==> config.mk <==
export PLATFORM = sky130hd
export DESIGN_NAME = sys_break_lowpower_reset_status
export DESIGN_NICKNAME = d
export VERILOG_FILES = /design/src/core/sysint_pkg.sv /design/src/core/sys_break_lowpower_reset_status.sv
export SDC_FILE = /design/constraint.sdc
export NUM_CORES = 1
export LEC_CHECK = 0
export ABC_AREA = 1
export BUFFER_PORTS_ARGS = -buffer_cell sky130_fd_sc_hd__buf_2
export CAP_MARGIN = 20
export CORE_UTILIZATION = 55
export CTS_BUF_LIST = sky130_fd_sc_hd__clkbuf_2
export DETAILED_ROUTE_END_ITERATION = 16
export GPL_ROUTABILITY_DRIVEN = 0
export PLACE_DENSITY = 0.85
export SKIP_CTS_REPAIR_TIMING = 1
export SKIP_LAST_GASP = 1
export SLEW_MARGIN = 20
export SYNTH_ARGS = -nofsm -noshare
export SYNTH_HDL_FRONTEND = slang
export SYNTH_SLANG_ARGS = --single-unit
==> constraint.sdc <==
create_clock -name i_clk -period 1.9 [get_ports i_clk]
set_input_delay 0.19 -clock i_clk [delete_from_list [all_inputs] [get_ports i_clk]]
set_output_delay 0.19 -clock i_clk [all_outputs]
set_load 0.02 [all_outputs]
==> src/core/sysint_pkg.sv <==
package sysint_pkg;

	// Register map (byte addresses on the 16-bit bus)
	localparam logic [15:0] BREAK_STATUS_ADDR  = 16'hFE00;
	localparam logic [15:0] RESET_SOURCE_ADDR  = 16'hFE01;
	localparam logic [15:0] BREAK_CONTROL_ADDR = 16'hFE03;

	// Field positions
	localparam int BREAK_WAIT_BIT   = 1;
	localparam int CLEAR_ENABLE_BIT = 7;
	localparam int RST_LVI_BIT      = 1;
	localparam int RST_MODE_BIT     = 2;
	localparam int RST_ILLEGAL_ADDRESS_RESET_FLAG_BIT     = 3;
	localparam int RST_ILLEGAL_OPCODE_RESET_FLAG_BIT     = 4;
	localparam int RST_WDOG_BIT     = 5;
	localparam int RST_PIN_BIT      = 6;
	localparam int RST_POR_BIT      = 7;

	// Values after reset
	localparam logic [7:0] RESET_SOURCE_POR  = 8'h80;
	localparam logic [7:0] BREAK_STATUS_INIT = 8'h00;
	localparam logic       CLEAR_ENABLE_INIT = 1'b0;

	// Counts of cycles
	localparam int STOP_LONG_CYCLES  = 4096;
	localparam int STOP_SHORT_CYCLES = 32;
	localparam int PIN_SAMPLE_CYCLES = 32;
	localparam int COUNT_W           = 13;

	typedef enum logic [1:0] {
		ST_RUN     = 2'b00,
		ST_WAIT    = 2'b01,
		ST_STOP    = 2'b11,
		ST_RECOVER = 2'b10
	} power_state_t;

	typedef struct packed {
		logic [15:0] addr;
		logic [7:0]  wdata;
		logic        wr;
		logic        rd;
	} reg_req_t;

	typedef struct packed {
		logic por;
		logic pin;
		logic watchdog;
		logic illegal_op;
		logic illegal_addr;
		logic monitor_entry;
		logic low_voltage;
	} reset_cause_t;

endpackage

==> src/core/sys_break_lowpower_reset_status.sv <==
// The plain strobed port was left to the implementer.
`timescale 1ns/10ps
// Operation
// - Break request forces software-interrupt vector fetch
// - Clear enable low blocks flag clears in break
// - Clear enable high lets clears stick
// - Two-step clears stay protected across break
// - Wait or stop clears interrupt mask
// - Wait gates processor clocks, peripherals run
// - Enabled interrupt wakes wait, stack next cycle
// - Reset or break ends wait; break sets flag
// - Watchdog runs in wait unless disabled
// - Stop resets counter, disables clock output
// - Stop exits; stacking waits for recovery
// - Recovery 4096 cycles, or 32 if short
// - Counter held in stop, then times recovery
// - Registers at FE00, FE01, FE03
// - Break-exited-wait flag readable, set by break
// - Reading reset register clears its flags
// - Power-on sets only the power-on flag
// - Uncleared earlier flags accumulate with new
// - Drive reset pin low, sample 32 later
// - One flag per reset source
// - Monitor-entry reset sets its own flag
module sys_break_lowpower_reset_status (
	input  wire logic                   i_clk,
	input  wire logic                   i_rst_n,
	input  wire sysint_pkg::reg_req_t   i_req,
	output logic [7:0]                  o_rdata,
	input  wire logic                   i_break_req,
	input  wire logic                   i_wait_exec,
	input  wire logic                   i_stop_exec,
	input  wire logic                   i_irq_pending,
	input  wire logic                   i_short_stop_recovery,
	input  wire logic                   i_watchdog_disable_option,
	input  wire logic                   i_flag_clear_req,
	input  wire logic                   i_two_step_first,
	input  wire logic                   i_two_step_second,
	input  wire sysint_pkg::reset_cause_t i_reset_cause,
	input  wire logic                   i_internal_reset,
	input  wire logic                   i_reset_pin,
	output logic                        o_reset_pin_out,
	output logic                        o_reset_pin_oe,
	output logic                        o_force_swi_vector,
	output logic                        o_clear_mask,
	output logic                        o_cpu_clk_en,
	output logic                        o_periph_clk_en,
	output logic                        o_clock_gen_output_en,
	output logic                        o_stack_start,
	output logic                        o_watchdog_run,
	output logic                        o_flag_clear_allow,
	output logic                        o_two_step_clear,
	output logic                        o_break_mode
);
	import sysint_pkg::*;

	power_state_t           state;
	power_state_t           next_state;
	logic [COUNT_W-1:0]     counter;
	logic [COUNT_W-1:0]     recover_limit;
	logic                   clear_enable;
	logic                   break_mode;
	logic                   break_wait_flag;
	logic [7:0]             reset_source;
	logic                   two_step_armed;
	logic [2:0]             pin_sync;
	logic [5:0]             pin_count;
	logic                   pin_sampling;
	logic                   pin_low_seen;
	logic                   stack_pending;
	logic                   bus_break_read;

	// Recovery length picked by the option bit
	assign recover_limit = i_short_stop_recovery
		? COUNT_W'(STOP_SHORT_CYCLES - 1)
		: COUNT_W'(STOP_LONG_CYCLES - 1);

	// Power state sequencing
	always_comb begin
		next_state = state;
		case (state)
			ST_RUN: begin
				if (i_stop_exec)
					next_state = ST_STOP;
				else if (i_wait_exec)
					next_state = ST_WAIT;
			end
			ST_WAIT: begin
				if (i_irq_pending || i_break_req)
					next_state = ST_RUN;
			end
			ST_STOP: begin
				if (i_irq_pending || i_break_req)
					next_state = ST_RECOVER;
			end
			ST_RECOVER: begin
				if (counter == recover_limit)
					next_state = ST_RUN;
			end
			default: next_state = ST_RUN;
		endcase
	end

	always_ff @(posedge i_clk or negedge i_rst_n) begin
		if (!i_rst_n)
			state <= ST_RUN;
		else if (i_internal_reset)
			state <= ST_RUN;
		else
			state <= next_state;
	end

	// Counter held clear in stop, counts only during recovery
	always_ff @(posedge i_clk or negedge i_rst_n) begin
		if (!i_rst_n)
			counter <= '0;
		else if (state != ST_RECOVER)
			counter <= '0;
		else
			counter <= counter + COUNT_W'(1);
	end

	// Stacking waits one cycle after wake-up from wait or stop
	always_ff @(posedge i_clk or negedge i_rst_n) begin
		if (!i_rst_n)
			stack_pending <= 1'b0;
		else
			stack_pending <= (state != ST_RUN) && (next_state == ST_RUN)
				&& i_irq_pending && !i_break_req;
	end
	assign o_stack_start = stack_pending;

	// Clock gating; stop kills the generator so peripherals halt too
	assign o_cpu_clk_en          = (state == ST_RUN);
	assign o_periph_clk_en       = (state == ST_RUN) || (state == ST_WAIT);
	assign o_clock_gen_output_en = (state != ST_STOP);
	assign o_clear_mask          = (state == ST_RUN) && (i_wait_exec || i_stop_exec);
	assign o_watchdog_run        = !i_watchdog_disable_option
		&& (state == ST_RUN || state == ST_WAIT);

	// Break mode lasts until a write clears it or reset
	always_ff @(posedge i_clk or negedge i_rst_n) begin
		if (!i_rst_n)
			break_mode <= 1'b0;
		else if (i_break_req)
			break_mode <= 1'b1;
		else if (i_internal_reset)
			break_mode <= 1'b0;
		else if (i_req.wr && i_req.addr == BREAK_STATUS_ADDR)
			break_mode <= 1'b0;
	end
	assign o_force_swi_vector = i_break_req;
	assign o_break_mode       = break_mode;

	// Clear enable register
	always_ff @(posedge i_clk or negedge i_rst_n) begin
		if (!i_rst_n)
			clear_enable <= CLEAR_ENABLE_INIT;
		else if (i_req.wr && i_req.addr == BREAK_CONTROL_ADDR)
			clear_enable <= i_req.wdata[CLEAR_ENABLE_BIT];
	end

	// Flag clears pass only outside break, or with clear enable set
	assign o_flag_clear_allow = i_flag_clear_req
		&& (!break_mode || clear_enable);

	// Two-step sequence: armed by the first step, wherever it fell
	// A blocked second step must not disarm, or the pending clear is lost
	always_ff @(posedge i_clk or negedge i_rst_n) begin
		if (!i_rst_n)
			two_step_armed <= 1'b0;
		else if (i_two_step_first)
			two_step_armed <= 1'b1;
		else if (o_two_step_clear)
			two_step_armed <= 1'b0;
	end
	assign o_two_step_clear = i_two_step_second && two_step_armed
		&& (!break_mode || clear_enable);

	// Break-exited-wait flag: set wins over clear
	always_ff @(posedge i_clk or negedge i_rst_n) begin
		if (!i_rst_n)
			break_wait_flag <= BREAK_STATUS_INIT[BREAK_WAIT_BIT];
		else if (state == ST_WAIT && i_break_req)
			break_wait_flag <= 1'b1;
		else if (i_req.wr && i_req.addr == BREAK_STATUS_ADDR
			&& !i_req.wdata[BREAK_WAIT_BIT])
			break_wait_flag <= 1'b0;
	end

	// Reset pin sampler, three stages
	// Starts at the pulled-up idle level so no false low follows reset
	always_ff @(posedge i_clk or negedge i_rst_n) begin
		if (!i_rst_n)
			pin_sync <= 3'h7;
		else
			pin_sync <= {pin_sync[1:0], i_reset_pin};
	end

	// Pin driven low during internal reset, sampled 32 cycles after
	always_ff @(posedge i_clk or negedge i_rst_n) begin
		if (!i_rst_n) begin
			pin_sampling <= 1'b1;
			pin_count    <= '0;
		end else if (i_internal_reset) begin
			pin_sampling <= 1'b1;
			pin_count    <= '0;
		end else if (pin_sampling) begin
			pin_count <= pin_count + 6'(1);
			if (pin_count == 6'(PIN_SAMPLE_CYCLES - 1))
				pin_sampling <= 1'b0;
		end
	end
	assign pin_low_seen    = pin_sampling && pin_count == 6'(PIN_SAMPLE_CYCLES - 1)
		&& !pin_sync[2] && !pin_sync[1];
	assign o_reset_pin_out = 1'b0;
	assign o_reset_pin_oe  = !i_internal_reset;

	// Reset source flags: read clears, new causes accumulate
	assign bus_break_read = i_req.rd && i_req.addr == RESET_SOURCE_ADDR;
	always_ff @(posedge i_clk or negedge i_rst_n) begin
		if (!i_rst_n)
			reset_source <= RESET_SOURCE_POR;
		else if (i_reset_cause.por)
			reset_source <= RESET_SOURCE_POR;
		else begin
			reset_source <= (bus_break_read ? 8'h00 : reset_source)
				| ({7'h00, 1'b0} << 0)
				| (8'(i_reset_cause.watchdog)      << RST_WDOG_BIT)
				| (8'(i_reset_cause.illegal_op)    << RST_ILLEGAL_OPCODE_RESET_FLAG_BIT)
				| (8'(i_reset_cause.illegal_addr)  << RST_ILLEGAL_ADDRESS_RESET_FLAG_BIT)
				| (8'(i_reset_cause.low_voltage)   << RST_LVI_BIT)
				| (8'(i_reset_cause.monitor_entry) << RST_MODE_BIT)
				| (8'(i_reset_cause.pin || pin_low_seen) << RST_PIN_BIT);
		end
	end

	// Read data, one cycle after the strobe
	always_ff @(posedge i_clk or negedge i_rst_n) begin
		if (!i_rst_n)
			o_rdata <= 8'h00;
		else if (i_req.rd) begin
			case (i_req.addr)
				BREAK_STATUS_ADDR:  o_rdata <= 8'(break_wait_flag) << BREAK_WAIT_BIT;
				RESET_SOURCE_ADDR:  o_rdata <= reset_source;
				BREAK_CONTROL_ADDR: o_rdata <= 8'(clear_enable) << CLEAR_ENABLE_BIT;
				default:            o_rdata <= 8'h00;
			endcase
		end else
			o_rdata <= 8'h00;
	end

	// Checks
	chk_clear_blocked: assert property (@(posedge i_clk) disable iff (!i_rst_n)
		(break_mode && !clear_enable) |-> !o_flag_clear_allow)
		else $error("flag clear passed while protected");
	chk_clear_allowed: assert property (@(posedge i_clk) disable iff (!i_rst_n)
		(break_mode && clear_enable && i_flag_clear_req) |-> o_flag_clear_allow)
		else $error("enabled clear blocked in break");
	chk_stop_clock: assert property (@(posedge i_clk) disable iff (!i_rst_n)
		(state == ST_STOP) |-> (!o_clock_gen_output_en && counter == '0))
		else $error("stop left clock or counter running");
	chk_wait_clock: assert property (@(posedge i_clk) disable iff (!i_rst_n)
		(state == ST_WAIT) |-> (!o_cpu_clk_en && o_periph_clk_en))
		else $error("wait clock gating wrong");
	chk_short_recover: assert property (@(posedge i_clk) disable iff (!i_rst_n)
		($rose(state == ST_RECOVER) && i_short_stop_recovery && !i_internal_reset)
		|-> ##32 (state == ST_RUN))
		else $error("short recovery length wrong");
	chk_break_wait: assert property (@(posedge i_clk) disable iff (!i_rst_n)
		(state == ST_WAIT && i_break_req) |=> break_wait_flag)
		else $error("break in wait not flagged");
	chk_read_clears: assert property (@(posedge i_clk) disable iff (!i_rst_n)
		(bus_break_read && i_reset_cause == '0 && !pin_low_seen) |=> reset_source == 8'h00)
		else $error("reset source not cleared by read");
	chk_por_flag: assert property (@(posedge i_clk) disable iff (!i_rst_n)
		i_reset_cause.por |=> reset_source == RESET_SOURCE_POR)
		else $error("power-on flag wrong");
	chk_mask_clear: assert property (@(posedge i_clk) disable iff (!i_rst_n)
		(state == ST_RUN && i_wait_exec) |-> o_clear_mask)
		else $error("mask not cleared");
	// Break request steers the core to the software-interrupt vector
	chk_swi_vector: assert property (@(posedge i_clk) disable iff (!i_rst_n)
		i_break_req |-> o_force_swi_vector)
		else $error("break did not force vector");
	// Break request enters break mode on the next edge
	chk_break_entry: assert property (@(posedge i_clk) disable iff (!i_rst_n)
		i_break_req |=> break_mode)
		else $error("break mode not entered");
	// Blocked second step keeps the sequence armed
	chk_two_step_hold: assert property (@(posedge i_clk) disable iff (!i_rst_n)
		(i_two_step_second && two_step_armed && break_mode && !clear_enable)
		|=> two_step_armed)
		else $error("blocked second step disarmed");
	// Outside break an armed second step clears
	chk_two_step_pass: assert property (@(posedge i_clk) disable iff (!i_rst_n)
		(i_two_step_second && two_step_armed && !break_mode) |-> o_two_step_clear)
		else $error("second step did not clear");
	// Stop clears the mask as wait does
	chk_stop_mask: assert property (@(posedge i_clk) disable iff (!i_rst_n)
		(state == ST_RUN && i_stop_exec) |-> o_clear_mask)
		else $error("mask not cleared on stop");
	// Interrupt in wait starts stacking one cycle later
	chk_wait_wake: assert property (@(posedge i_clk) disable iff (!i_rst_n)
		(state == ST_WAIT && i_irq_pending && !i_break_req) |=> o_stack_start)
		else $error("wait wake did not stack");
	// Break ends wait
	chk_wait_exit: assert property (@(posedge i_clk) disable iff (!i_rst_n)
		(state == ST_WAIT && i_break_req) |=> state == ST_RUN)
		else $error("break did not end wait");
	// Watchdog keeps running in wait unless the option disables it
	chk_watchdog_wait: assert property (@(posedge i_clk) disable iff (!i_rst_n)
		(state == ST_WAIT && !i_watchdog_disable_option) |-> o_watchdog_run)
		else $error("watchdog stopped in wait");
	// Stop halts the core and the peripherals alike
	chk_stop_halt: assert property (@(posedge i_clk) disable iff (!i_rst_n)
		(state == ST_STOP) |-> (!o_cpu_clk_en && !o_periph_clk_en))
		else $error("clocks running in stop");
	// Clock generator only off in stop
	chk_clock_back: assert property (@(posedge i_clk) disable iff (!i_rst_n)
		(state != ST_STOP) |-> o_clock_gen_output_en)
		else $error("clock generator off outside stop");
	// No stacking before the recovery count is out
	chk_recover_hold: assert property (@(posedge i_clk) disable iff (!i_rst_n)
		(state == ST_RECOVER && counter != recover_limit) |=> !o_stack_start)
		else $error("stacking before recovery end");
	// Full recovery never ends before its last count
	chk_long_recover: assert property (@(posedge i_clk) disable iff (!i_rst_n)
		(state == ST_RECOVER && !i_short_stop_recovery && !i_internal_reset
		&& counter < COUNT_W'(STOP_LONG_CYCLES - 1)) |=> state == ST_RECOVER)
		else $error("full recovery cut short");
	// Counter steps once per cycle through recovery
	chk_counter_runs: assert property (@(posedge i_clk) disable iff (!i_rst_n)
		(state == ST_RECOVER && next_state == ST_RECOVER && !i_internal_reset)
		|=> counter == $past(counter) + COUNT_W'(1))
		else $error("recovery counter stalled");
	// Low pin at the sample point sets the pin flag
	chk_pin_sample: assert property (@(posedge i_clk) disable iff (!i_rst_n)
		(pin_low_seen && !i_reset_cause.por) |=> reset_source[RST_PIN_BIT])
		else $error("pin flag not set");
	// Pin pulled low for the whole internal reset
	chk_pin_driven: assert property (@(posedge i_clk) disable iff (!i_rst_n)
		i_internal_reset |-> (!o_reset_pin_oe && !o_reset_pin_out))
		else $error("reset pin not driven low");
	// Watchdog reset has its own flag
	chk_cause_wdog: assert property (@(posedge i_clk) disable iff (!i_rst_n)
		(i_reset_cause.watchdog && !i_reset_cause.por) |=> reset_source[RST_WDOG_BIT])
		else $error("watchdog flag not set");
	// Illegal opcode reset has its own flag
	chk_cause_illop: assert property (@(posedge i_clk) disable iff (!i_rst_n)
		(i_reset_cause.illegal_op && !i_reset_cause.por) |=> reset_source[RST_ILLEGAL_OPCODE_RESET_FLAG_BIT])
		else $error("illegal opcode flag not set");
	// Monitor-entry reset has its own flag
	chk_cause_monitor: assert property (@(posedge i_clk) disable iff (!i_rst_n)
		(i_reset_cause.monitor_entry && !i_reset_cause.por) |=> reset_source[RST_MODE_BIT])
		else $error("monitor entry flag not set");
	// Unread flags are lost only to a power-on reset
	chk_flags_keep: assert property (@(posedge i_clk) disable iff (!i_rst_n)
		(!bus_break_read && !i_reset_cause.por)
		|=> (reset_source & $past(reset_source)) == $past(reset_source))
		else $error("unread reset flag lost");
	// Read data only in the cycle after a read strobe
	chk_rdata_idle: assert property (@(posedge i_clk) disable iff (!i_rst_n)
		!$past(i_req.rd) |-> o_rdata == 8'h00)
		else $error("read data outside its cycle");
	// Clear enable follows its write
	chk_enable_write: assert property (@(posedge i_clk) disable iff (!i_rst_n)
		(i_req.wr && i_req.addr == BREAK_CONTROL_ADDR)
		|=> clear_enable == $past(i_req.wdata[CLEAR_ENABLE_BIT]))
		else $error("clear enable write lost");
	// Break-exited-wait flag readable at its bit
	chk_flag_readback: assert property (@(posedge i_clk) disable iff (!i_rst_n)
		(i_req.rd && i_req.addr == BREAK_STATUS_ADDR)
		|=> o_rdata[BREAK_WAIT_BIT] == $past(break_wait_flag))
		else $error("break wait flag read wrong");
	// Main scenarios for coverage
	cov_wait_wake: cover property (@(posedge i_clk) state == ST_WAIT ##1 o_stack_start);
	cov_break_wait: cover property (@(posedge i_clk) state == ST_WAIT && i_break_req);
	cov_short_rec: cover property (@(posedge i_clk)
		state == ST_RECOVER && i_short_stop_recovery ##1 state == ST_RUN);
	cov_stop_wake: cover property (@(posedge i_clk) state == ST_RECOVER ##1 state == ST_RUN);
	cov_break_prot: cover property (@(posedge i_clk) break_mode && i_flag_clear_req);

endmodule // sys_break_lowpower_reset_status

==> out/summary.txt <==
Starting Density -> 57.7%
Number of synthesized register bits -> 45
Pins Over Slew Limit -> 0
Min-Delay Path Class -> input port to flop
CP Capture Type -> output port
Final period util -> 90.4%
Iter 0 DRT Violations -> 87
CTS H-Tree Depth -> 2
Fill cells -> 265
Antenna Violating Nets Remaining -> 0
WL per Instance -> 11.8 µm
Detailed placer's ending HPWL -> 3.09 mm
Leakage power figure -> 1.39 nW
Setup slack after layout -> 0.183 ns
Post-synth EDFFs -> 0
Net count, final -> 380
Mapped Area -> 2110 µm²
Status -> complete, no violations
Post-DR vias/cell -> 4.98
# IOs -> 66
Critical Path, Cell by Cell -> nor2_1 -> o21ai_0 -> inv_1 -> buf_2
Final setup violation count -> 0
Vias in the first global route -> 1615
Diodes inserted -> 0
IO buf count -> 58
RR Endpoint -> reset_source[6]
DIE AREA -> 4090 µm²
RR Startpoint -> pin_sampling
Synth-to-layout area growth -> 26.7%
Synth Warn # -> 0
Post-synthesis cell type count -> 29
Largest net degree at the start of global routing -> 22
Initial DRT Pass Iterations -> 4
FFs w/ async S/R, synth -> 100%
WP data required -> 1.71 ns
RSZ-0062 raised after global routing -> false
Chip height -> 64.0 µm
Via count -> 1899
Total track usage -> 21.8%
Routed WL -> 4.50 mm
Arr. time, crit path -> 1.53 ns
Global-route wire length before repair -> 6.84 mm
Setup slack, reg-to-reg -> 0.22 ns
Worst skew pair latency -> 0.42 ns
Peak supply drop -> 0.370 mV
Peak Freq -> 582 MHz
CTS tree -> done
Clock slew at reported path FFs -> 0.22 ns
Initial antenna violation count -> 0
Top cell type's share of synthesized area -> 47.4%
Cells on Worst Hold Path -> 4
Buf+Inv Stages, Crit Path -> 2
Commonest non-fill, non-tap cells in the layout -> 58 x buf_2, 45 x nor2_1, 41 x inv_1
Syn avg cell area -> 8.38 µm²
Grt ovf -> 0
Hold EP -> state[0]
Reg area -> 1130 µm²
Core Area -> 3660 µm²
Residual DRC -> 0
TNS Setup -> 0 ns
Mapped Cells -> 252
Ranking of synthesized cells by area -> dfrtp_1 47%, nor2_1 8.0%, inv_1 7.3%
Final core occ -> 73.1%
Maximum clock path buffer count -> 2
Crit start category -> flop
Setup Crit Path Kind -> flop to output port
Commonest non-fill, non-tap cell in the layout -> buf_2
Place WS -> 0.569 ns
Crit path largest cell delay -> 0.51 ns
Tmin final -> 1.72 ns
Max Cap Viol -> 0
Row count -> 22
Multi-input logic area -> 806 µm²
CP top delay family -> flip-flops
Critical path fanouts, max -> 6
Seq/Total Area, Yosys -> 53.6%
Hold Startpoint -> i_irq_pending
Die width -> 64.0 µm
TritonCTS buffer count -> 5
Pwr dens -> 670 nW/µm²
Layout cell share with drive strength beyond 1 -> 27.6%
Final Hold Vio Count -> 0
Clk root buf -> clkbuf_2
# clock sinks -> 45
Setup Skew -> 0.0348 ns
Post-synth top flop -> dfrtp_1
R2r worst-path depth -> 5
Slowest cell on the critical path -> dfrtp_2
Area leader, netlist -> dfrtp_1
cells by family (layout without fill, tap and decap cells):
family | after synthesis | in the layout | synth area share [%]
AOI/OAI and AO/OA | 39 | 39 | 10.3
xor gates and xnor gates | 1 | 1 | 0.415
DFF | 45 | 45 | 53.6
other | 1 | 2 | 0.178
adders and majority gates | 2 | 2 | 1.19
and+or+nand+nor | 119 | 119 | 26.0
buffers and inverters | 45 | 125 | 8.36
state kept, by name, indices dropped and copies added (netlist names):
signal and flops:
counter 13, o_rdata 8, reset_source 7, pin_count 6, pin_sync 3, state 2, break_wait_flag 1, clear_enable 1
o_break_mode 1, o_stack_start 1, pin_sampling 1, two_step_armed 1
metrics by stage:
step | instance area (µm²) | power (W) | hold slack (ns) | cells
5_1_grt | 2680 | 0.00188 | 0.00535 | 381
6_report | 2680 | 0.00179 | 0.0188 | 381
3_3_place_gp | 2460 | 0.00123 | 0.157 | 359
2_1_floorplan | 2110 | 0.00113 | -0.106 | 253
3_5_place_dp | 2460 | 0.00124 | 0.157 | 359
4_1_cts | 2530 | 0.00178 | -0.331 | 367
worst reg2reg max path, stage by stage (launching register included):
cell and delay [ns]:
dfstp_2 0.64, inv_1 0.08, nor3_1 0.13, a21oi_1 0.10, a21oi_1 0.14, dlygate4sd3_1 0.55
synth_stat cells, drive strengths merged, types with 2 or more instances:
| cell type | number |
|---|---|
| a21oi | 18 |
| ha | 2 |
| nand3 | 13 |
| buf | 2 |
| nand2 | 40 |
| nor3 | 4 |
| inv | 43 |
| nand4 | 6 |
| dfstp | 5 |
| o21ai | 14 |
| nor2 | 53 |
| o21a | 2 |
| dfrtp | 40 |
how the worst max path moves through the flow:
stage,from,end,slack (ns),depth (start not counted)
after floorplan,state[0],o_clear_mask,0.57,3
after detailed placement,counter[0],counter[12],0.57,7
final,state[0],o_clear_mask,0.18,4
after CTS,state[0],o_clear_mask,0.14,4
after global routing,state[0],o_clear_mask,0.01,4
after global placement,counter[0],counter[12],0.59,7
area by class of cell:
class	count	area share, %
tap	48	2.25
clock buffer	5	0.935
sequential	45	42.4
multi-input combinational	163	30.1
clock inverter	3	1.64
timing repair buffer	74	16.7
inverter	43	6.03
per-layer routing:
layer / share of wire, % / routed length (µm) / track usage, %
met1: 42 / 1880 / 28.0
met2: 50 / 2240 / 36.2
met3: 7.1 / 321 / 5.36
met4: 1.3 / 59 / 7.10
met5: 0 / 0 / 0
where the power goes:
part | switching, W | internal [W] | total [W]
clock | 0.000318 | 0.000225 | 0.000543
combinational | 0.000135 | 0.0000980 | 0.000233
sequential | 0.0000242 | 0.000992 | 0.00102
Note: power is estimated with default switching activity, not from simulation.
